[src/hw/rst_sleep_pkg.sv]
// Constants for the reset, sleep and wake-up controller
package rst_sleep_pkg;
  // Timing: start-up and watchdog periods
  localparam int unsigned CLK_MHZ         = 100;
  localparam int unsigned OST_TIME_US     = 18000;
  localparam int unsigned WDT_TIME_US     = 18000;
  localparam int unsigned OST_CYCLES_DEF  = OST_TIME_US * CLK_MHZ;
  localparam int unsigned WDT_CYCLES_DEF  = WDT_TIME_US * CLK_MHZ;

  // Register byte offsets
  localparam logic [7:0] OFS_STATUS    = 8'h00;
  localparam logic [7:0] OFS_BANK      = 8'h04;
  localparam logic [7:0] OFS_OPTION    = 8'h08;
  localparam logic [7:0] OFS_WAKE6     = 8'h0C;
  localparam logic [7:0] OFS_WDT_SLEEP = 8'h10;
  localparam logic [7:0] OFS_INT_FLAG  = 8'h14;
  localparam logic [7:0] OFS_INT_MASK  = 8'h18;
  localparam logic [7:0] OFS_CAUSE     = 8'h1C;

  // Status word fields
  localparam int unsigned ST_TO_BIT    = 4;
  localparam int unsigned ST_PD_BIT    = 3;
  localparam logic [7:0]  ST_POR_CLR   = 8'h60;
  localparam logic [7:0]  ST_RO_MASK   = 8'h18;
  localparam logic [7:0]  BANK_POR_CLR = 8'hC0;

  // Timer option fields
  localparam logic [7:0]  OPT_RST      = 8'hBF;
  localparam logic [7:0]  OPT_KEEP     = 8'h40;
  localparam int unsigned OPT_PAB_BIT  = 3;

  // Watchdog/sleep control fields
  localparam logic [7:0]  WSC_RST      = 8'h31;
  localparam logic [7:0]  WSC_USED     = 8'h79;
  localparam int unsigned WSC_WUE_BIT  = 0;
  localparam int unsigned WSC_SLEEP_CONTROL_BIT_BIT = 4;
  localparam int unsigned WSC_WATCHDOG_ENABLE_BIT_BIT = 5;

  localparam logic [7:0]  WAKE6_RST    = 8'hFF;
  localparam logic [7:0]  INT_USED     = 8'h09;
  localparam logic [7:0]  INT_RST      = 8'h00;

  typedef enum logic [2:0] {
    ST_HOLD   = 3'b000,
    ST_RUN    = 3'b001,
    ST_SLEEP1 = 3'b010,
    ST_SLEEP2 = 3'b011,
    ST_WOST   = 3'b100
  } pwr_state_type;
endpackage

[src/hw/rst_sleep_ctrl.sv]
// Reset, sleep and wake-up sequencer with APB register slave
//
// What this block does
// - Reset from power-on, reset pin, watchdog.
// - Hold reset one start-up period, 18 ms.
// - Reset runs oscillator, presets program counter ones.
// - Power-on only clears status 5-6, bank 7-6.
// - Reset puts all port pins high-impedance.
// - Reset clears watchdog and prescaler counters.
// - Reset sets timer option except bit 6.
// - Reset sets port-6 wake mask all ones.
// - Reset clears control bits 3,6; sets 0,4,5.
// - Reset clears interrupt flag/mask bits 0,3.
// - Sleep instruction enters sleep 1, clears watchdog.
// - Sleep 1 left only by reset.
// - Time-out and power-down flags show wake cause.
// - Clearing sleep-control bit enters sleep 2.
// - Enabled wake pin low resumes without reset.
// - Pin wake enables watchdog when option is 0.
// - Sleep 2 reset pin or time-out resets.
// - Wake sets sleep bit; its edges gate oscillator.
// - Wake mask bit 0 enables, 1 disables.
// - Enable bit counts only while option is 0.
`timescale 1ns/1ns
module rst_sleep_ctrl
  import rst_sleep_pkg::*;
#(
  parameter int unsigned OST_CYCLES = rst_sleep_pkg::OST_CYCLES_DEF,
  parameter int unsigned WDT_CYCLES = rst_sleep_pkg::WDT_CYCLES_DEF
)(
  // Clock and power-on reset
  input  wire logic        pclk,
  input  wire logic        presetn,
  // APB slave
  input  wire logic        psel,
  input  wire logic        penable,
  input  wire logic        pwrite,
  input  wire logic [7:0]  paddr,
  input  wire logic [31:0] pwdata,
  output logic      [31:0] prdata,
  output logic             pready,
  output logic             pslverr,
  // Core events, same clock
  input  wire logic        sleep_instruction,
  input  wire logic        watchdog_clear,
  // Pins
  input  wire logic        reset_pin_n,
  input  wire logic [7:0]  port6_wake_pins,
  input  wire logic [1:0]  port7_wake_pins,
  input  wire logic        watchdog_code_option,
  // Control to core and pads
  output logic             cpu_reset,
  output logic             cpu_stall,
  output logic             osc_enable,
  output logic             program_counter_preset,
  output logic             ports_hiz
);
  import rst_sleep_pkg::*;

  // Refused at elaboration: a zero period would wrap OST_LAST or WDT_LAST to all ones
  if (OST_CYCLES < 1 || WDT_CYCLES < 1)
  begin : g_bad_period
    $error("Start-up and watchdog periods need at least one cycle");
  end

  localparam logic [31:0] OST_LAST = 32'(OST_CYCLES - 1);
  localparam logic [31:0] WDT_LAST = 32'(WDT_CYCLES - 1);

  pwr_state_type st_q, st_d;
  logic [31:0]   ost_cnt_q, wdt_cnt_q;
  logic [7:0]    pre_cnt_q;
  logic [7:0]    status_word_q, bank_select_register_q, timer_option_register_q;
  logic [7:0]    port6_wake_mask_q, watchdog_sleep_control_q;
  logic [7:0]    interrupt_flag_register_q, interrupt_mask_register_q;
  logic [2:0]    cause_q;
  logic [1:0]    rst_sync_q, opt_sync_q;
  logic [7:0]    p6_s1_q, p6_s2_q;
  logic [1:0]    p7_s1_q, p7_s2_q;
  logic          pready_q, pslverr_q;
  logic [31:0]   prdata_q;
  logic          cpu_reset_q, cpu_stall_q, osc_enable_q, pc_preset_q, ports_hiz_q;

  // Pins cross in through two flops; nothing reads the first stage
  always_ff @(posedge pclk or negedge presetn)
  begin
    if (!presetn)
    begin
      rst_sync_q <= 2'b00;
      opt_sync_q <= 2'b00;
      p6_s1_q    <= 8'hFF;
      p6_s2_q    <= 8'hFF;
      p7_s1_q    <= 2'b11;
      p7_s2_q    <= 2'b11;
    end
    else
    begin
      rst_sync_q <= {rst_sync_q[0], reset_pin_n};
      opt_sync_q <= {opt_sync_q[0], watchdog_code_option};
      p6_s1_q    <= port6_wake_pins;
      p6_s2_q    <= p6_s1_q;
      p7_s1_q    <= port7_wake_pins;
      p7_s2_q    <= p7_s1_q;
    end
  end

  logic pin_ok, wdt_on, wdt_tick, wdt_to, wake_hit, hold;
  logic wr_en, rd_en, sleep_control_bit_fall, sleep_control_bit_rise;
  assign hold     = (st_q == ST_HOLD);
  assign pin_ok   = rst_sync_q[1];
  // Option 1 leaves the watchdog off whatever the enable bit says
  assign wdt_on   = !opt_sync_q[1] && watchdog_sleep_control_q[WSC_WATCHDOG_ENABLE_BIT_BIT];
  assign wake_hit = |(~p6_s2_q & ~port6_wake_mask_q)
                    || (!watchdog_sleep_control_q[WSC_WUE_BIT] && !(&p7_s2_q));
  assign wr_en    = psel && penable && pready_q && pwrite;
  assign rd_en    = psel && penable && !pready_q;
  assign sleep_control_bit_fall = wr_en && paddr == OFS_WDT_SLEEP && !pwdata[WSC_SLEEP_CONTROL_BIT_BIT]
                     && watchdog_sleep_control_q[WSC_SLEEP_CONTROL_BIT_BIT];
  assign sleep_control_bit_rise = wr_en && paddr == OFS_WDT_SLEEP && pwdata[WSC_SLEEP_CONTROL_BIT_BIT]
                     && !watchdog_sleep_control_q[WSC_SLEEP_CONTROL_BIT_BIT];

  function automatic logic [7:0] wdt_last(input logic [7:0] opt);
    wdt_last = opt[OPT_PAB_BIT] ? 8'((9'h001 << opt[2:0]) - 9'h001) : 8'h00;
  endfunction

  // Watchdog keeps counting in both sleeps, as its own RC clock would
  assign wdt_tick = (wdt_cnt_q == WDT_LAST);
  assign wdt_to   = wdt_on && !hold && wdt_tick
                    && (pre_cnt_q == wdt_last(timer_option_register_q));

  always_ff @(posedge pclk or negedge presetn)
  begin
    if (!presetn)
    begin
      wdt_cnt_q <= 32'h0000_0000;
      pre_cnt_q <= 8'h00;
    end
    else if (hold || !wdt_on || watchdog_clear || wdt_to
             || (st_q == ST_RUN && sleep_instruction))
    begin
      wdt_cnt_q <= 32'h0000_0000;
      pre_cnt_q <= 8'h00;
    end
    else if (wdt_tick)
    begin
      wdt_cnt_q <= 32'h0000_0000;
      pre_cnt_q <= pre_cnt_q + 8'h01;
    end
    else
      wdt_cnt_q <= wdt_cnt_q + 32'h0000_0001;
  end

  // Power state sequence
  always_comb
  begin
    st_d = st_q;
    if (!pin_ok || wdt_to)
      st_d = ST_HOLD;
    else
    begin
      case (st_q)
        ST_HOLD:   if (ost_cnt_q == OST_LAST) st_d = ST_RUN;
        ST_RUN:
        begin
          if (sleep_instruction)
            st_d = ST_SLEEP1;
          else if (sleep_control_bit_fall)
            st_d = ST_SLEEP2;
        end
        ST_SLEEP1: st_d = ST_SLEEP1;
        ST_SLEEP2: if (wake_hit || sleep_control_bit_rise) st_d = ST_WOST;
        ST_WOST:   if (ost_cnt_q == OST_LAST) st_d = ST_RUN;
        default:   st_d = ST_HOLD;
      endcase
    end
  end

  always_ff @(posedge pclk or negedge presetn)
  begin
    if (!presetn)
    begin
      st_q      <= ST_HOLD;
      ost_cnt_q <= 32'h0000_0000;
    end
    else
    begin
      st_q <= st_d;
      // Start-up count restarts while the pin is still low
      if (st_d != st_q || !pin_ok)
        ost_cnt_q <= 32'h0000_0000;
      else if ((hold || st_q == ST_WOST) && ost_cnt_q != OST_LAST)
        ost_cnt_q <= ost_cnt_q + 32'h0000_0001;
    end
  end

  // Outputs to core and pads
  always_ff @(posedge pclk or negedge presetn)
  begin
    if (!presetn)
    begin
      cpu_reset_q  <= 1'b1;
      cpu_stall_q  <= 1'b1;
      osc_enable_q <= 1'b1;
      pc_preset_q  <= 1'b1;
      ports_hiz_q  <= 1'b1;
    end
    else
    begin
      cpu_reset_q  <= (st_d == ST_HOLD);
      cpu_stall_q  <= (st_d != ST_RUN);
      osc_enable_q <= (st_d != ST_SLEEP1) && (st_d != ST_SLEEP2);
      pc_preset_q  <= (st_d == ST_HOLD);
      ports_hiz_q  <= (st_d == ST_HOLD);
    end
  end

  // Status word and bank select: reset only by power-on, status to 8'h18 and bank to 8'h00
  always_ff @(posedge pclk or negedge presetn)
  begin
    if (!presetn)
    begin
      status_word_q          <= 8'h18 & ~ST_POR_CLR;
      bank_select_register_q <= 8'h00 & ~BANK_POR_CLR;
    end
    else
    begin
      if (wr_en && paddr == OFS_STATUS)
        status_word_q <= (pwdata[7:0] & ~ST_RO_MASK) | (status_word_q & ST_RO_MASK);
      if (wdt_to)
        status_word_q[ST_TO_BIT] <= 1'b0;
      else if (watchdog_clear)
      begin
        status_word_q[ST_TO_BIT] <= 1'b1;
        status_word_q[ST_PD_BIT] <= 1'b1;
      end
      else if (st_q == ST_RUN && (sleep_instruction || sleep_control_bit_fall))
      begin
        status_word_q[ST_TO_BIT] <= 1'b1;
        status_word_q[ST_PD_BIT] <= 1'b0;
      end
      if (wr_en && paddr == OFS_BANK)
        bank_select_register_q <= pwdata[7:0];
    end
  end

  // Control registers: forced to reset values while held, except timer option bit 6, which keeps its value
  always_ff @(posedge pclk or negedge presetn)
  begin
    if (!presetn)
    begin
      timer_option_register_q   <= OPT_RST;
      port6_wake_mask_q         <= WAKE6_RST;
      watchdog_sleep_control_q  <= WSC_RST;
      interrupt_flag_register_q <= INT_RST;
      interrupt_mask_register_q <= INT_RST;
    end
    else if (hold)
    begin
      timer_option_register_q   <= (timer_option_register_q & OPT_KEEP)
                                   | (OPT_RST & ~OPT_KEEP);
      port6_wake_mask_q         <= WAKE6_RST;
      watchdog_sleep_control_q  <= WSC_RST;
      interrupt_flag_register_q <= INT_RST;
      interrupt_mask_register_q <= INT_RST;
    end
    else
    begin
      if (wr_en && paddr == OFS_OPTION)
        timer_option_register_q <= pwdata[7:0];
      if (wr_en && paddr == OFS_WAKE6)
        port6_wake_mask_q <= pwdata[7:0];
      if (wr_en && paddr == OFS_WDT_SLEEP)
        watchdog_sleep_control_q <= pwdata[7:0] & WSC_USED;
      // Hardware set beats a software clear in the same cycle
      if (st_q == ST_SLEEP2 && wake_hit)
      begin
        watchdog_sleep_control_q[WSC_SLEEP_CONTROL_BIT_BIT] <= 1'b1;
        if (!opt_sync_q[1])
          watchdog_sleep_control_q[WSC_WATCHDOG_ENABLE_BIT_BIT] <= 1'b1;
      end
      if (wr_en && paddr == OFS_INT_FLAG)
        interrupt_flag_register_q <= pwdata[7:0] & INT_USED;
      if (wr_en && paddr == OFS_INT_MASK)
        interrupt_mask_register_q <= pwdata[7:0] & INT_USED;
    end
  end

  // Last reset cause: {watchdog, pin, power-on}
  always_ff @(posedge pclk or negedge presetn)
  begin
    if (!presetn)
      cause_q <= 3'b001;
    else if (wdt_to)
      cause_q <= 3'b100;
    else if (!pin_ok && !hold)
      cause_q <= 3'b010;
  end

  // APB: one wait state, read data captured with pready
  always_ff @(posedge pclk or negedge presetn)
  begin
    if (!presetn)
    begin
      pready_q  <= 1'b0;
      pslverr_q <= 1'b0;
      prdata_q  <= 32'h0000_0000;
    end
    else
    begin
      pready_q  <= rd_en;
      pslverr_q <= 1'b0;
      prdata_q  <= 32'h0000_0000;
      if (rd_en)
      begin
        case (paddr)
          OFS_STATUS:    prdata_q[7:0] <= status_word_q;
          OFS_BANK:      prdata_q[7:0] <= bank_select_register_q;
          OFS_OPTION:    prdata_q[7:0] <= timer_option_register_q;
          OFS_WAKE6:     prdata_q[7:0] <= port6_wake_mask_q;
          OFS_WDT_SLEEP: prdata_q[7:0] <= watchdog_sleep_control_q;
          OFS_INT_FLAG:  prdata_q[7:0] <= interrupt_flag_register_q;
          OFS_INT_MASK:  prdata_q[7:0] <= interrupt_mask_register_q;
          OFS_CAUSE:     prdata_q[7:0] <= {2'b00, st_q, cause_q};
          // Unmapped writes are ignored without an error
          default:       pslverr_q <= !pwrite;
        endcase
      end
    end
  end

  assign prdata                 = prdata_q;
  assign pready                 = pready_q;
  assign pslverr                = pslverr_q;
  assign cpu_reset              = cpu_reset_q;
  assign cpu_stall              = cpu_stall_q;
  assign osc_enable             = osc_enable_q;
  assign program_counter_preset = pc_preset_q;
  assign ports_hiz              = ports_hiz_q;

  property p_pin_reset;
    @(posedge pclk) disable iff (!presetn) !pin_ok |=> st_q == ST_HOLD;
  endproperty
  a_pin_reset: assert property (p_pin_reset) else $error("pin low did not reset");

  property p_ost_hold;
    @(posedge pclk) disable iff (!presetn)
      hold && pin_ok && !wdt_to && ost_cnt_q != OST_LAST |=> hold && cpu_reset;
  endproperty
  a_ost_hold: assert property (p_ost_hold) else $error("left reset early");

  property p_osc_pc;
    @(posedge pclk) disable iff (!presetn) hold |-> osc_enable && program_counter_preset;
  endproperty
  a_osc_pc: assert property (p_osc_pc) else $error("reset without osc or pc preset");

  property p_hiz;
    @(posedge pclk) disable iff (!presetn) hold |-> ports_hiz;
  endproperty
  a_hiz: assert property (p_hiz) else $error("ports not high-z in reset");

  property p_wdt_clr;
    @(posedge pclk) disable iff (!presetn)
      hold |=> wdt_cnt_q == 32'h0000_0000 && pre_cnt_q == 8'h00;
  endproperty
  a_wdt_clr: assert property (p_wdt_clr) else $error("watchdog not cleared");

  property p_mask;
    @(posedge pclk) disable iff (!presetn)
      hold |=> port6_wake_mask_q == WAKE6_RST && watchdog_sleep_control_q == WSC_RST;
  endproperty
  a_mask: assert property (p_mask) else $error("reset values not loaded");

  property p_sleep1;
    @(posedge pclk) disable iff (!presetn)
      st_q == ST_RUN && sleep_instruction && pin_ok && !wdt_to
      |=> st_q == ST_SLEEP1 && wdt_cnt_q == 32'h0000_0000 && !osc_enable;
  endproperty
  a_sleep1: assert property (p_sleep1) else $error("sleep 1 entry wrong");

  property p_stay1;
    @(posedge pclk) disable iff (!presetn)
      st_q == ST_SLEEP1 && pin_ok && !wdt_to |=> st_q == ST_SLEEP1;
  endproperty
  a_stay1: assert property (p_stay1) else $error("sleep 1 left without reset");

  property p_wake;
    @(posedge pclk) disable iff (!presetn)
      st_q == ST_SLEEP2 && wake_hit && pin_ok && !wdt_to
      |=> st_q == ST_WOST && watchdog_sleep_control_q[WSC_SLEEP_CONTROL_BIT_BIT] ##1 osc_enable;
  endproperty
  a_wake: assert property (p_wake) else $error("pin wake failed");

  c_wdt_reset: cover property (@(posedge pclk) disable iff (!presetn) wdt_to ##1 hold);
  c_sleep2:    cover property (@(posedge pclk) disable iff (!presetn)
                               st_q == ST_SLEEP2 ##[1:50] st_q == ST_WOST);
  c_run:       cover property (@(posedge pclk) disable iff (!presetn) hold ##1 st_q == ST_RUN);
endmodule // rst_sleep_ctrl

[config.mk]
export PLATFORM = sky130hd
export DESIGN_NAME = rst_sleep_ctrl
export DESIGN_NICKNAME = d
export VERILOG_FILES = /design/src/hw/rst_sleep_pkg.sv /design/src/hw/rst_sleep_ctrl.sv
export SDC_FILE = /design/constraint.sdc
export NUM_CORES = 1
export LEC_CHECK = 0
export BUFFER_PORTS_ARGS = -buffer_cell sky130_fd_sc_hd__buf_2
export CELL_PAD_IN_SITES_DETAIL_PLACEMENT = 1
export CELL_PAD_IN_SITES_GLOBAL_PLACEMENT = 2
export CORE_ASPECT_RATIO = 0.8
export CORE_MARGIN = 3
export CORE_UTILIZATION = 39
export CTS_BUF_LIST = sky130_fd_sc_hd__clkbuf_4 sky130_fd_sc_hd__clkbuf_8
export CTS_CLUSTER_DIAMETER = 30
export DETAILED_ROUTE_END_ITERATION = 8
export GPL_ROUTABILITY_DRIVEN = 0
export HOLD_SLACK_MARGIN = 0.06
export PLACE_DENSITY = 0.84
export SETUP_SLACK_MARGIN = 0.05
export SLEW_MARGIN = 20
export SYNTH_ARGS = -nofsm -noshare
export SYNTH_HDL_FRONTEND = slang
export SYNTH_SLANG_ARGS = --single-unit
[constraint.sdc]
create_clock -name pclk -period 2.9 [get_ports pclk]
set_input_delay 0 -clock pclk [delete_from_list [all_inputs] [get_ports pclk]]
set_output_delay 0 -clock pclk [all_outputs]
set_load 0.02 [all_outputs]
==> Flow_metrics.wiki, run 1 <==
{| class="wikitable"
! Metric !! Value
|-
| Die area || approximately 21000 um^2
|-
| Startpoint of the most critical setup path || port6_wake_mask_q[0]
|-
| Most instantiated library cell after synthesis || sky130_fd_sc_hd__dfrtp_1
|-
| Final worst setup slack || 0.1752 ns
|-
| CTS tree || done
|-
| Endpoint required time on the critical path || between 3 and 4 ns
|-
| IO Pins || slightly below 100
|-
| Effective utilization at floorplan || about two fifths
|-
| Count of unique library cells instantiated by Yosys || between 60 and 70
|-
| Number of rows in the core area || 45
|-
| Post-synthesis instance total || 732
|-
| Number of optimization iterations in the first detailed-route pass || 5
|-
| Most crowded layer after global routing || met2
|-
| Most frequently used flop master after synthesis || sky130_fd_sc_hd__dfrtp_1
|-
| Largest fanout of any net on the critical path || 19
|-
| Vias per inst || ~5.3
|-
| Combinational share of power || 5.0%
|-
| Via count of the first global-routing pass || 6234
|-
| GR met1 Demand/Resource || 24.87%
|-
| Mapped cell area || 7685 um^2
|-
| Share of post-route cells with drive strength above 1 || 24.91%
|-
| First-pass GRT wire length || approximately 33 mm
|-
| Critical path startpoint category || register
|-
| Wire per inst || 17.94 um
|-
| Number of max-slew violations in the final report || 0
|-
| Area grow syn2layout || 15.13%
|-
| Nets@finish || 876
|-
| Worst slack at placement || slightly below 0.1 ns
|-
| Worst r2r dst || ost_cnt_q[0]
|-
| Die extent in y || between 100 and 150 um
|-
| Final worst path period share || between 90 and 100%
|-
| H-tree Lvls || 4
|-
| Synth Warn # || 0
|-
| Sink count of the clock tree || 156
|-
| Total of buffers placed on input and output ports || between 40 and 50
|-
| DP Wirelength || around 13 mm
|-
| Fraction of power spent switching nets || roughly 27%
|-
| Part of the power in registers || approximately 56%
|-
| Routing usage on met2 || 31.44%
|-
| Minimum setup slack among reg-to-reg paths || ~0.18 ns
|-
| Status || finished clean
|-
| Setup repair after global routing missed its margin || false
|-
| Post-DRT Antenna Nets || 0
|-
| Cell area power density || 447.4 nW/um^2
|-
| Largest net degree at the start of global routing || 97
|-
| Mapped Avg Cell Area || 10.50 um^2
|-
| Antenna Diode Count || 0
|-
| Area fraction of the dominant cell type after synthesis || 36.47%
|-
| Number of vias in the routed layout || 5759
|-
| Largest voltage drop on the vdd net || 0.2111 mV
|-
| Top cells by instance count after synthesis || sky130_fd_sc_hd__dfrtp_1, sky130_fd_sc_hd__nand2_1, sky130_fd_sc_hd__nor2_1
|-
| Final-report hold violation count || 0
|-
| Met3 layer usage reported by global route || around 4.2%
|-
| Max-capacitance violation count || 0
|-
| Total internal power || 2897 uW
|-
| Clock transition at the registers of the reported paths || 0.09 ns
|-
| Share of async-settable or async-resettable flops after synthesis || 100.0%
|-
| Final setup skew || 0.01901 ns
|-
| Worst reg2reg startpoint || port6_wake_mask_q[0]
|-
| Psw || 1061 uW
|-
| Worst skew pair latency || 0.46 ns
|-
| Floorplan Core Area || 19140 um^2
|-
| Number of remaining DRC errors || 0
|-
| Setup tns final || 0 ns
|-
| Type of destination of the critical path || register
|-
| Worst relative slew slack || 52.17%
|-
| Leakage dissipation || ~0.0037 uW
|-
| Critical path type || register to register
|-
| Worst hold path type || primary input to async pin
|-
| Number of DRC violations after detailed-routing iteration 0 || 404
|-
| Chip width || 162.9 um
|-
| CTS Root Buffer Type || sky130_fd_sc_hd__clkbuf_8
|-
| Largest cells by area after synthesis || sky130_fd_sc_hd__dfrtp_1, sky130_fd_sc_hd__dfstp_2, sky130_fd_sc_hd__xnor2_1, sky130_fd_sc_hd__nor3_2, sky130_fd_sc_hd__nand2_1
|-
| Relative contribution of the clock network to total power || about two fifths
|-
| Total global-route track usage || 18.88%
|-
| Clock buffer depth || 2
|-
| Worst-Margin Slew || 0.7148 ns
|-
| Max Clk Rate || 367.0 MHz
|-
| Seq/Total Area, Yosys || 51.51%
|-
| Hold_ws || 0.08290 ns
|-
| Wirelength, routed || 19.47 mm
|-
| Number of flops mapped to enable cells by yosys || 0
|-
| Most area-hungry cell type in the Yosys netlist || sky130_fd_sc_hd__dfrtp_1
|-
| Antenna violations before repair || 0
|-
| Inserted Clock Buffers || 17
|-
| Post-layout min period || 2.725 ns
|-
| Utilization after layout || 46.22%
|-
| Critical path data arrival time || 3.09 ns
|-
| Depth of the most critical reg-to-reg path || 8
|-
| Number of flip-flops and latches in the synthesized netlist || 156
|-
| Global route total overflow || 0
|-
| Final setup fails || 0
|}
## final cells by class
cell class                      instances  area, um^2
Clock buffer                           17       234.0
Fill cell                            2118       10300
Clock inverter                         15       132.6
Multi-Input combinational cell        526        3412
Inverter                               16       60.06
Timing Repair Buffer                   97       726.9
Sequential cell                       156        3959
Tap cell                              258       322.8
## power groups by stage
stage	Sequential, uW	Combinational (uW)	Clock [uW]
6_report	2220	198	1540
4_1_cts	2220	200	1590
3_5_place_dp	2260	172	0
2_1_floorplan	2260	93.8	0
3_3_place_gp	2260	165	0
5_1_grt	2220	220	1700
## state kept, by name, summed over array words and instances, names as in the netlist, 2 cells and up
signal                     flops
bank_select_register_q         8
cause_q                        3
interrupt_flag_register_q      2
interrupt_mask_register_q      2
opt_sync_q                     2
ost_cnt_q                     32
p6_s1_q                        8
p6_s2_q                        8
p7_s1_q                        2
p7_s2_q                        2
port6_wake_mask_q              8
prdata                         8
pre_cnt_q                      8
rst_sync_q                     2
st_q                           3
status_word_q                  8
timer_option_register_q        8
watchdog_sleep_control_q       5
wdt_cnt_q                     32
## repair_timing
| action | CTS | global route |
|---|---|---|
| hold endpoints to repair | 115 | 0 |
| endpoints found under the setup margin | 0 | 32 |
| hold buffers | 26 | 0 |
| setup buffers | 0 | 0 |
| gates resized for setup | 0 | 1 |
## layout by cell type, fill, tap and decap left out, types with 17 or more instances in the layout
cell                            netlist  layout
sky130_fd_sc_hd__buf_2                2      48
sky130_fd_sc_hd__buf_4               26      18
sky130_fd_sc_hd__clkbuf_8             0      17
sky130_fd_sc_hd__conb_1               1      24
sky130_fd_sc_hd__dfrtp_1            112     112
sky130_fd_sc_hd__dfstp_2             44      44
sky130_fd_sc_hd__dlygate4sd3_1        0      26
sky130_fd_sc_hd__mux2_2              18      18
sky130_fd_sc_hd__nand2_1             72      72
sky130_fd_sc_hd__nand3_1             42      42
sky130_fd_sc_hd__nor2_1              72      72
sky130_fd_sc_hd__nor3_1              23      23
sky130_fd_sc_hd__nor3_2              30      30
sky130_fd_sc_hd__xnor2_1             41      41
sky130_fd_sc_hd__xor2_1              27      27
## worst max-delay path by stage
stage | end | slack (ns) | cells past startpoint
3_5_place_dp | ost_cnt_q[0] | 0.1 | 8
5_1_grt | ost_cnt_q[31] | 0.06 | 8
4_1_cts | ost_cnt_q[0] | 0.08 | 8
2_1_floorplan | ost_cnt_q[14] | 0.24 | 8
3_3_place_gp | ost_cnt_q[0] | 0.13 | 8
6_report | ost_cnt_q[0] | 0.18 | 8
## cells by family after synthesis
family          Yosys count  share of synthesized area (%)
buf+inv                  73                          5.454
mux                      28                          3.940
simple gates            328                          23.25
flops                   156                          51.51
other cells               1                        0.04880
compound gates           74                          7.343
xor+xnor                 69                          7.962
fa+ha+maj                 3                         0.4885
## layer usage
layer  vias up  wire (um)
met5         -          0
met4         0        278
met3        23        733
met2       115       9702
met1      2940       8755
li1       2681          -
## critical path, stage by stage, from the launching register on
cell	delay (ns)
sky130_fd_sc_hd__dfstp_2	0.57
sky130_fd_sc_hd__o22ai_1	0.09
sky130_fd_sc_hd__or4_1	0.62
sky130_fd_sc_hd__nor3_1	0.45
sky130_fd_sc_hd__a211oi_1	0.10
sky130_fd_sc_hd__nor2b_2	0.27
sky130_fd_sc_hd__o221ai_4	0.16
sky130_fd_sc_hd__buf_12	0.20
sky130_fd_sc_hd__nor3_1	0.17
## stage by stage
| step | power (uW) | instance area (um^2) | instances |
|---|---|---|---|
| floorplan | 2353 | 7771 | 755 |
| global placement | 2426 | 8213 | 1027 |
| detailed placement | 2434 | 8213 | 1027 |
| CTS | 4014 | 8840 | 1085 |
| global route | 4143 | 8847 | 1085 |
| finish | 3958 | 8847 | 1085 |
Note: power is estimated with default switching activity, not from simulation.
==> inputs of run 2 (changes only) <==
GPL_TIMING_DRIVEN = 0   (was default)
==> run 2 against run 1 <==
  * Register-to-register slack lost 0.05 ns
  * Clock skew decreased by 0.0048 ns
  * Maximum frequency down 1.8%
  * Sequential share of layout area shrank 1.8 points
  * Clock power is 10% higher
  * Critical path depth is the same
  * Non-clock buffer count rose by 40
  * Critical endpoint is now ost_cnt_q[7]
  * Largest power group unchanged
==> Flow_metrics.wiki, run 2 (synthesized netlist as in run 1, its figures left out) <==
{| class="wikitable"
! Metric !! Value
|-
| Clock transition at the registers of the reported paths || 0.10 ns (about the same)
|-
| Critical Path Slowest Stage Cell || sky130_fd_sc_hd__or4_1
|-
| Sink count of the clock tree || 156 (unchanged)
|-
| Clock buffer depth || 2 (unchanged)
|-
| Cell area power density || 451.7 nW/um^2 (+0.95%)
|-
| DP Wirelength || 14.20 mm (+5.5%)
|-
| Worst relative slew slack || 51.25% (-0.92 points)
|-
| Die extent in y || 131.6 um (unchanged)
|-
| Final worst path period share || 95.69% (+1.7 points)
|-
| Largest net degree at the start of global routing || 80 (-18%)
|-
| Number of optimization iterations in the first detailed-route pass || 5 (unchanged)
|-
| Utilization after layout || 48.12% (+1.9 points)
|-
| Leakage dissipation || 0.003867 uW (+5.1%)
|-
| Wire per inst || 17.86 um (-0.46%)
|-
| Number of remaining DRC errors || 0 (unchanged)
|-
| Relative contribution of the clock network to total power || 41.0% (+2.1 points)
|-
| Max-capacitance violation count || 0 (unchanged)
|-
| Floorplan Core Area || 19140 um^2 (unchanged)
|-
| Commonest non-fill, non-tap cell in the layout || sky130_fd_sc_hd__dfrtp_1
|-
| Number of filler cells placed in the layout || 2143 (+1.2%)
|-
| Worst reg2reg startpoint || port6_wake_mask_q[3]
|-
| Critical path type || register to register
|-
| Crit-path cells || o22ai_1 > or4_1 > o311a_1 > o32ai_2 > o221ai_4 > buf_12 > buf_8 > nor3_2
|-
| Worst slack at placement || -0.2688 ns (-0.3658 ns)
|-
| Total global-route track usage || 19.16% (+0.28 points)
|-
| Area of all sequential standard cells || 3960 um^2 (about the same)
|-
| Worst r2r dst || ost_cnt_q[7]
|-
| Total internal power || 3112 uW (+7.4%)
|-
| H-tree Lvls || 4 (unchanged)
|-
| Setup repair after global routing missed its margin || true
|-
| Worst hold path type || primary input to async pin
|-
| Final worst setup slack || 0.1251 ns (-0.05011 ns)
|-
| Vias per inst || 5.283 (-0.47%)
|-
| Area grow syn2layout || 19.88%
|-
| Most frequent cells in the layout || sky130_fd_sc_hd__dfrtp_1, sky130_fd_sc_hd__nand2_1, sky130_fd_sc_hd__nor2_1, sky130_fd_sc_hd__buf_2, sky130_fd_sc_hd__dfstp_2
|-
| Post-DRT Antenna Nets || 0 (unchanged)
|-
| Final-report hold violation count || 0 (unchanged)
|-
| Worst-Margin Slew || 0.7290 ns (+0.01418 ns)
|-
| Number of max-slew violations in the final report || 0 (unchanged)
|-
| Die area || 21440 um^2 (unchanged)
|-
| Endpoint required time on the critical path || 3.28 ns (about the same)
|-
| Share of post-route cells with drive strength above 1 || 26.87% (+2.0 points)
|-
| IO Pins || 98 (unchanged)
|-
| Final setup skew || 0.01422 ns (-0.004794 ns)
|-
| Via count of the first global-routing pass || 6387 (+2.5%)
|-
| Multi-input gate area || 3475 um^2 (+1.8%)
|-
| Number of vias in the routed layout || 5943 (+3.2%)
|-
| Total of buffers placed on input and output ports || 49 (unchanged)
|-
| Antenna Diode Count || 0 (unchanged)
|-
| CTS Root Buffer Type || sky130_fd_sc_hd__clkbuf_8
|-
| Number of rows in the core area || 45 (unchanged)
|-
| Post-layout min period || 2.775 ns (+0.05011 ns)
|-
| Fraction of power spent switching nets || 25.21% (-1.6 points)
|-
| Placed insts || 1063 (+3.5%)
|-
| Wirelength, routed || 20.09 mm (+3.2%)
|-
| Family with the most delay on the worst path || compound AO/OA/AOI/OAI gates
|-
| Antenna violations before repair || 0 (unchanged)
|-
| Depth of the most critical reg-to-reg path || 8 (unchanged)
|-
| Inserted Clock Buffers || 17 (unchanged)
|-
| Critical path data arrival time || 3.16 ns (+0.07 ns)
|-
| Psw || 1049 uW (-1.2%)
|-
| Chip width || 162.9 um (unchanged)
|-
| Total buffers and inverters traversed by the critical path || 2 (+1)
|-
| Nets@finish || 916 (+4.6%)
|-
| Worst skew pair latency || 0.47 ns (about the same)
|-
| Status || finished clean
|-
| Leading registers by flop count || ost_cnt_q (32), wdt_cnt_q (32)
|-
| Post-layout instance count excluding filler cells || 1125 (+3.7%)
|-
| Type of destination of the critical path || register
|-
| Number of DRC violations after detailed-routing iteration 0 || 315 (-22%)
|-
| Combinational share of power || 5.7% (+0.7 points)
|-
| Effective utilization at floorplan || 40.14% (unchanged)
|-
| CTS tree || done
|-
| Final setup fails || 0 (unchanged)
|-
| Max Clk Rate || 360.4 MHz (-1.8%)
|-
| Largest voltage drop on the vdd net || 0.1963 mV (-7.0%)
|-
| Part of the power in registers || 53.4% (-2.7 points)
|-
| Maximum single-stage delay on the critical path || 0.64 ns (+0.02 ns)
|-
| Global route total overflow || 0 (unchanged)
|-
| First-pass GRT wire length || 33.03 mm (+1.1%)
|-
| Largest fanout of any net on the critical path || 10 (-9)
|-
| Critical path startpoint category || register
|-
| Minimum setup slack among reg-to-reg paths || 0.13 ns (-0.05 ns)
|}
[run 2: cell count changes in the layout (fill, tap and decap cells not counted), sizes merged]
| cell | before | now |
|---|---|---|
| clkbuf | 17 | 39 |
| buf | 71 | 90 |
| clkinvlp | 3 | 1 |
| clkinv | 5 | 4 |
| bufinv | 0 | 2 |
[run 2: metrics by stage]
| stage | TNS (ns) | total power, uW | instance area, um^2 | hold slack [ns] |
|---|---|---|---|---|
| finish | 0 | 4161 | 9213 | 0.1047 |
| CTS | 0 | 4186 | 9091 | 0.08747 |
| global placement | -49.01 | 2446 | 8339 | 0.1058 |
| floorplan | 0 | 2353 | 7771 | -0.2956 |
| detailed placement | -8.123 | 2459 | 8377 | 0.02736 |
| global route | 0 | 4321 | 9213 | 0.1227 |
[run 2: how the worst max path moves through the flow]
stage | depth (start not counted) | endpoint | slack [ns] | start
after floorplan | 8 | ost_cnt_q[14] | 0.24 | wdt_cnt_q[11]
after global placement | 1 | ost_cnt_q[24] | -0.40 | presetn
after detailed placement | 9 | ost_cnt_q[23] | -0.27 | st_q[1]
after CTS | 8 | ost_cnt_q[13] | 0.09 | timer_option_register_q[1]
after global routing | 10 | ost_cnt_q[7] | 0.03 | wdt_cnt_q[11]
final | 8 | ost_cnt_q[7] | 0.13 | port6_wake_mask_q[3]
[run 2: power groups by stage]
stage / combinational, uW / sequential (uW) / clock (uW)
finish: 236 / 2220 / 1700
global route: 259 / 2220 / 1840
CTS: 225 / 2220 / 1740
detailed placement: 197 / 2260 / 0
global placement: 186 / 2260 / 0
floorplan: 93.8 / 2260 / 0
[run 2: cell type report]
type | instances | share of cell area [%]
multi-input cells | 526 | 37.72
well taps | 258 | 3.504
inverters | 16 | 0.6519
clock buffers | 18 | 2.689
plain buffers | 53 | 3.844
flip-flops and latches | 156 | 42.99
clock inverters | 14 | 1.698
repair buffers | 84 | 6.913
[run 2: timing repair]
item	4_1_cts	5_1_grt
endpoints found under the setup margin	39	39
endpoints found under the hold margin	207	0
pin swaps	1	4
resized for setup	5	14
setup buffers	2	5
gates cloned	0	1
hold buffers	26	0
[run 2: layer usage]
| metal | wire length (um) | global-route usage (%) | vias up | part of all wire [%] |
|---|---|---|---|---|
| met5 | 0 | 0 | - | 0 |
| met2 | 10140 | 32.72 | 130 | 50 |
| met1 | 8915 | 24.55 | 3023 | 44 |
| met3 | 749 | 3.845 | 25 | 3.7 |
| met4 | 285 | 5.683 | 0 | 1.4 |
| li1 | - | - | 2765 | - |
[run 2: worst reg2reg max path, stage by stage, from the launching register on]
cell and delay (ns):
sky130_fd_sc_hd__dfstp_2 0.58, sky130_fd_sc_hd__o22ai_1 0.09, sky130_fd_sc_hd__or4_1 0.64, sky130_fd_sc_hd__o311a_1 0.45, sky130_fd_sc_hd__o32ai_2 0.31, sky130_fd_sc_hd__o221ai_4 0.15, sky130_fd_sc_hd__buf_12 0.17, sky130_fd_sc_hd__buf_8 0.15
sky130_fd_sc_hd__nor3_2 0.16
==> inputs of run 3 (changes only) <==
CAP_MARGIN = 20   (was default)
CORE_UTILIZATION = 38   (was 39)
CTS_BUF_LIST = default   (was sky130_fd_sc_hd__clkbuf_4 sky130_fd_sc_hd__clkbuf_8)
PLACE_DENSITY = 0.83   (was 0.84)
==> run 3 against run 2 <==
  * Clock power rose by 34%
  * Count of clock-buffer cells in the layout did not move
  * Maximum frequency rose by 0.72%
  * Global-route usage rose by 0.12 points
  * Die area rose by 2.5%
  * Sequential share of layout area fell by 1.2 points
  * Total power rose by 14%
  * Sequential cell count did not move
  * Clock skew fell by 0.0044 ns
  * Highest routed layer unchanged
==> Flow_metrics.wiki, run 3 (synthesized netlist as in run 1, its figures left out) <==
{| class="wikitable"
! Metric !! Value
|-
| Status || finished clean
|-
| Clock buffer depth || 2 (unchanged)
|-
| Worst r2r dst || ost_cnt_q[11]
|-
| Number of DRC violations after detailed-routing iteration 0 || 332 (+5.4%)
|-
| Die area || 21980 um^2 (+2.5%)
|-
| Number of max-slew violations in the final report || 0 (unchanged)
|-
| Wirelength, routed || 20.59 mm (+2.5%)
|-
| Sink count of the clock tree || 156 (unchanged)
|-
| Worst-Margin Slew || 0.8167 ns (+0.08778 ns)
|-
| Inserted Clock Buffers || 17 (unchanged)
|-
| Leakage dissipation || 0.003999 uW (+3.4%)
|-
| Most frequent cells in the layout || sky130_fd_sc_hd__dfrtp_1, sky130_fd_sc_hd__nand2_1, sky130_fd_sc_hd__nor2_1, sky130_fd_sc_hd__buf_2, sky130_fd_sc_hd__dfstp_2
|-
| Nets@finish || 924 (+0.87%)
|-
| Minimum setup slack among reg-to-reg paths || 0.15 ns (+0.02 ns)
|-
| Critical path data arrival time || 3.11 ns (-0.05 ns)
|-
| Worst reg2reg startpoint || wdt_cnt_q[7]
|-
| Family with the most delay on the worst path || simple AND/OR/NAND/NOR gates
|-
| Area of all sequential standard cells || 3960 um^2 (unchanged)
|-
| Total global-route track usage || 19.28% (+0.12 points)
|-
| Non-Filler Cell Area, Final || 9487 um^2 (+3.0%)
|-
| Clock transition at the registers of the reported paths || 0.06 ns (-0.04 ns)
|-
| Floorplan Core Area || 19420 um^2 (+1.5%)
|-
| Via count of the first global-routing pass || 6379 (-0.13%)
|-
| Post-layout min period || 2.755 ns (-0.01987 ns)
|-
| Endpoint required time on the critical path || 3.25 ns (-0.03 ns)
|-
| Setup repair after global routing missed its margin || false
|-
| Wire per inst || 18.17 um (+1.7%)
|-
| Multi-input gate area || 3478 um^2 (+0.11%)
|-
| Hold_ws || 0.09105 ns (-0.01362 ns)
|-
| Worst hold path type || primary input to async pin
|-
| Vias per inst || 5.267 (-0.31%)
|-
| Worst skew pair latency || 0.44 ns (-0.03 ns)
|-
| Crit-path cells || or4_1 > or3_4 > nor4_4 > buf_6 > a41oi_2 > o311a_4 > xor2_4 > buf_12 > buf_8 > nor3_2
|-
| Critical path startpoint category || register
|-
| H-tree Lvls || 4 (unchanged)
|-
| Antenna violations before repair || 0 (unchanged)
|-
| Worst relative slew slack || 45.43% (-5.8 points)
|-
| Type of destination of the critical path || register
|-
| Max Clk Rate || 363.0 MHz (+0.72%)
|-
| Share of post-route cells with drive strength above 1 || 27.66% (+0.78 points)
|-
| Antenna Diode Count || 0 (unchanged)
|-
| Area grow syn2layout || 23.45%
|-
| CTS tree || done
|-
| First-pass GRT wire length || 33.53 mm (+1.5%)
|-
| DP Wirelength || 14.22 mm (+0.16%)
|-
| Number of remaining DRC errors || 0 (unchanged)
|-
| Cell count along the critical path || 10 (+2)
|-
| Commonest non-fill, non-tap cell in the layout || sky130_fd_sc_hd__dfrtp_1
|-
| Number of vias in the routed layout || 5967 (+0.40%)
|-
| Cell area power density || 499.0 nW/um^2 (+10%)
|-
| Total of buffers placed on input and output ports || 49 (unchanged)
|-
| Number of optimization iterations in the first detailed-route pass || 4 (-1)
|-
| CTS Root Buffer Type || sky130_fd_sc_hd__clkbuf_16
|-
| Depth of the most critical reg-to-reg path || 10 (+2)
|-
| Chip width || 165.0 um (+1.3%)
|-
| Largest fanout of any net on the critical path || 10 (unchanged)
|-
| Largest net degree at the start of global routing || 96 (+20%)
|-
| Final setup fails || 0 (unchanged)
|-
| Global route total overflow || 0 (unchanged)
|-
| Maximum single-stage delay on the critical path || 0.56 ns (-0.08 ns)
|-
| Largest voltage drop on the vdd net || 0.3332 mV (+70%)
|-
| Max-capacitance violation count || 0 (unchanged)
|-
| Critical path type || register to register
|-
| Critical Path Slowest Stage Cell || sky130_fd_sc_hd__or4_1
|-
| IO Pins || 98 (unchanged)
|-
| Final-report hold violation count || 0 (unchanged)
|-
| Leading registers by flop count || ost_cnt_q (32), wdt_cnt_q (32)
|-
| Total buffers and inverters traversed by the critical path || 3 (+1)
|-
| Final setup skew || 0.009785 ns (-0.004433 ns)
|-
| Die extent in y || 133.2 um (+1.2%)
|-
| Number of filler cells placed in the layout || 2175 (+1.5%)
|-
| Final worst path period share || 95.00% (-0.69 points)
|-
| Area of placed instances || 8377 um^2 (unchanged)
|-
| Effective utilization at floorplan || 39.56% (-0.58 points)
|-
| Post-DRT Antenna Nets || 0 (unchanged)
|-
| Number of rows in the core area || 45 (unchanged)
|}
run 3: cell count changes in the layout (fill, tap and decap cells not counted), sizes merged:
| cell | delta |
|---|---|
| buf | +8 |
| clkinv | +2 |
| clkinvlp | -1 |
| inv | -1 |
run 3: metal layers:
| layer | vias up | routed length (um) | track usage, % |
|---|---|---|---|
| li1 | 2780 | - | - |
| met1 | 3041 | 9104 | 24.51 |
| met2 | 122 | 10380 | 32.82 |
| met3 | 24 | 838 | 4.694 |
| met4 | 0 | 267 | 5.077 |
| met5 | - | 0 | 0 |
run 3: how the worst max path moves through the flow:
stage | from | endpoint
2_1_floorplan | wdt_cnt_q[11] | ost_cnt_q[14]
3_3_place_gp | presetn | ost_cnt_q[26]
3_5_place_dp | wdt_cnt_q[11] | ost_cnt_q[25]
4_1_cts | wdt_cnt_q[11] | ost_cnt_q[17]
5_1_grt | wdt_cnt_q[15] | ost_cnt_q[3]
6_report | wdt_cnt_q[7] | ost_cnt_q[11]
run 3: layout make-up:
| class | instances | area share (%) |
|---|---|---|
| inverters | 16 | 0.6331 |
| multi-input cells | 526 | 36.67 |
| repair buffers | 90 | 7.320 |
| plain buffers | 55 | 3.957 |
| flip-flops and latches | 156 | 41.74 |
| well taps | 258 | 3.403 |
| clock buffers | 18 | 4.629 |
| clock inverters | 14 | 1.649 |
run 3: power breakdown:
| group | switching [uW] | total [uW] | internal [uW] |
|---|---|---|---|
| sequential | 12.8 | 2220 | 2210 |
| clock | 964 | 2270 | 1310 |
| combinational | 141 | 237 | 96.5 |
run 3: repair_timing:
item / 4_1_cts / 5_1_grt
buffers inserted: 2 / 11
gates resized for setup: 4 / 18
endpoints found under the hold margin: 190 / 0
endpoints found under the setup margin: 35 / 32
pin swaps: 1 / 3
cloned: 0 / 1
hold buffers: 26 / 0
run 3: worst reg2reg max path: cells and delay by family, from the launching register on:
family	cells	cell delay [ns]
buffers and inverters	3	0.48
AOI/OAI and AO/OA	2	0.37
DFF	1	0.41
xor gates and xnor gates	1	0.16
and+or+nand+nor	4	1.26
run 3: through the flow:
step	total power (uW)	TNS, ns	setup slack (ns)	instances	utilization [%]
finish	4734	0	0.1450	1133	48.84
global route	4902	0	0.03433	1133	48.84
CTS	4778	0	0.06495	1121	47.75
detailed placement	2460	-7.566	-0.2577	1063	43.12
global placement	2446	-51.13	-0.4132	1062	42.93
floorplan	2353	0	0.2365	755	-
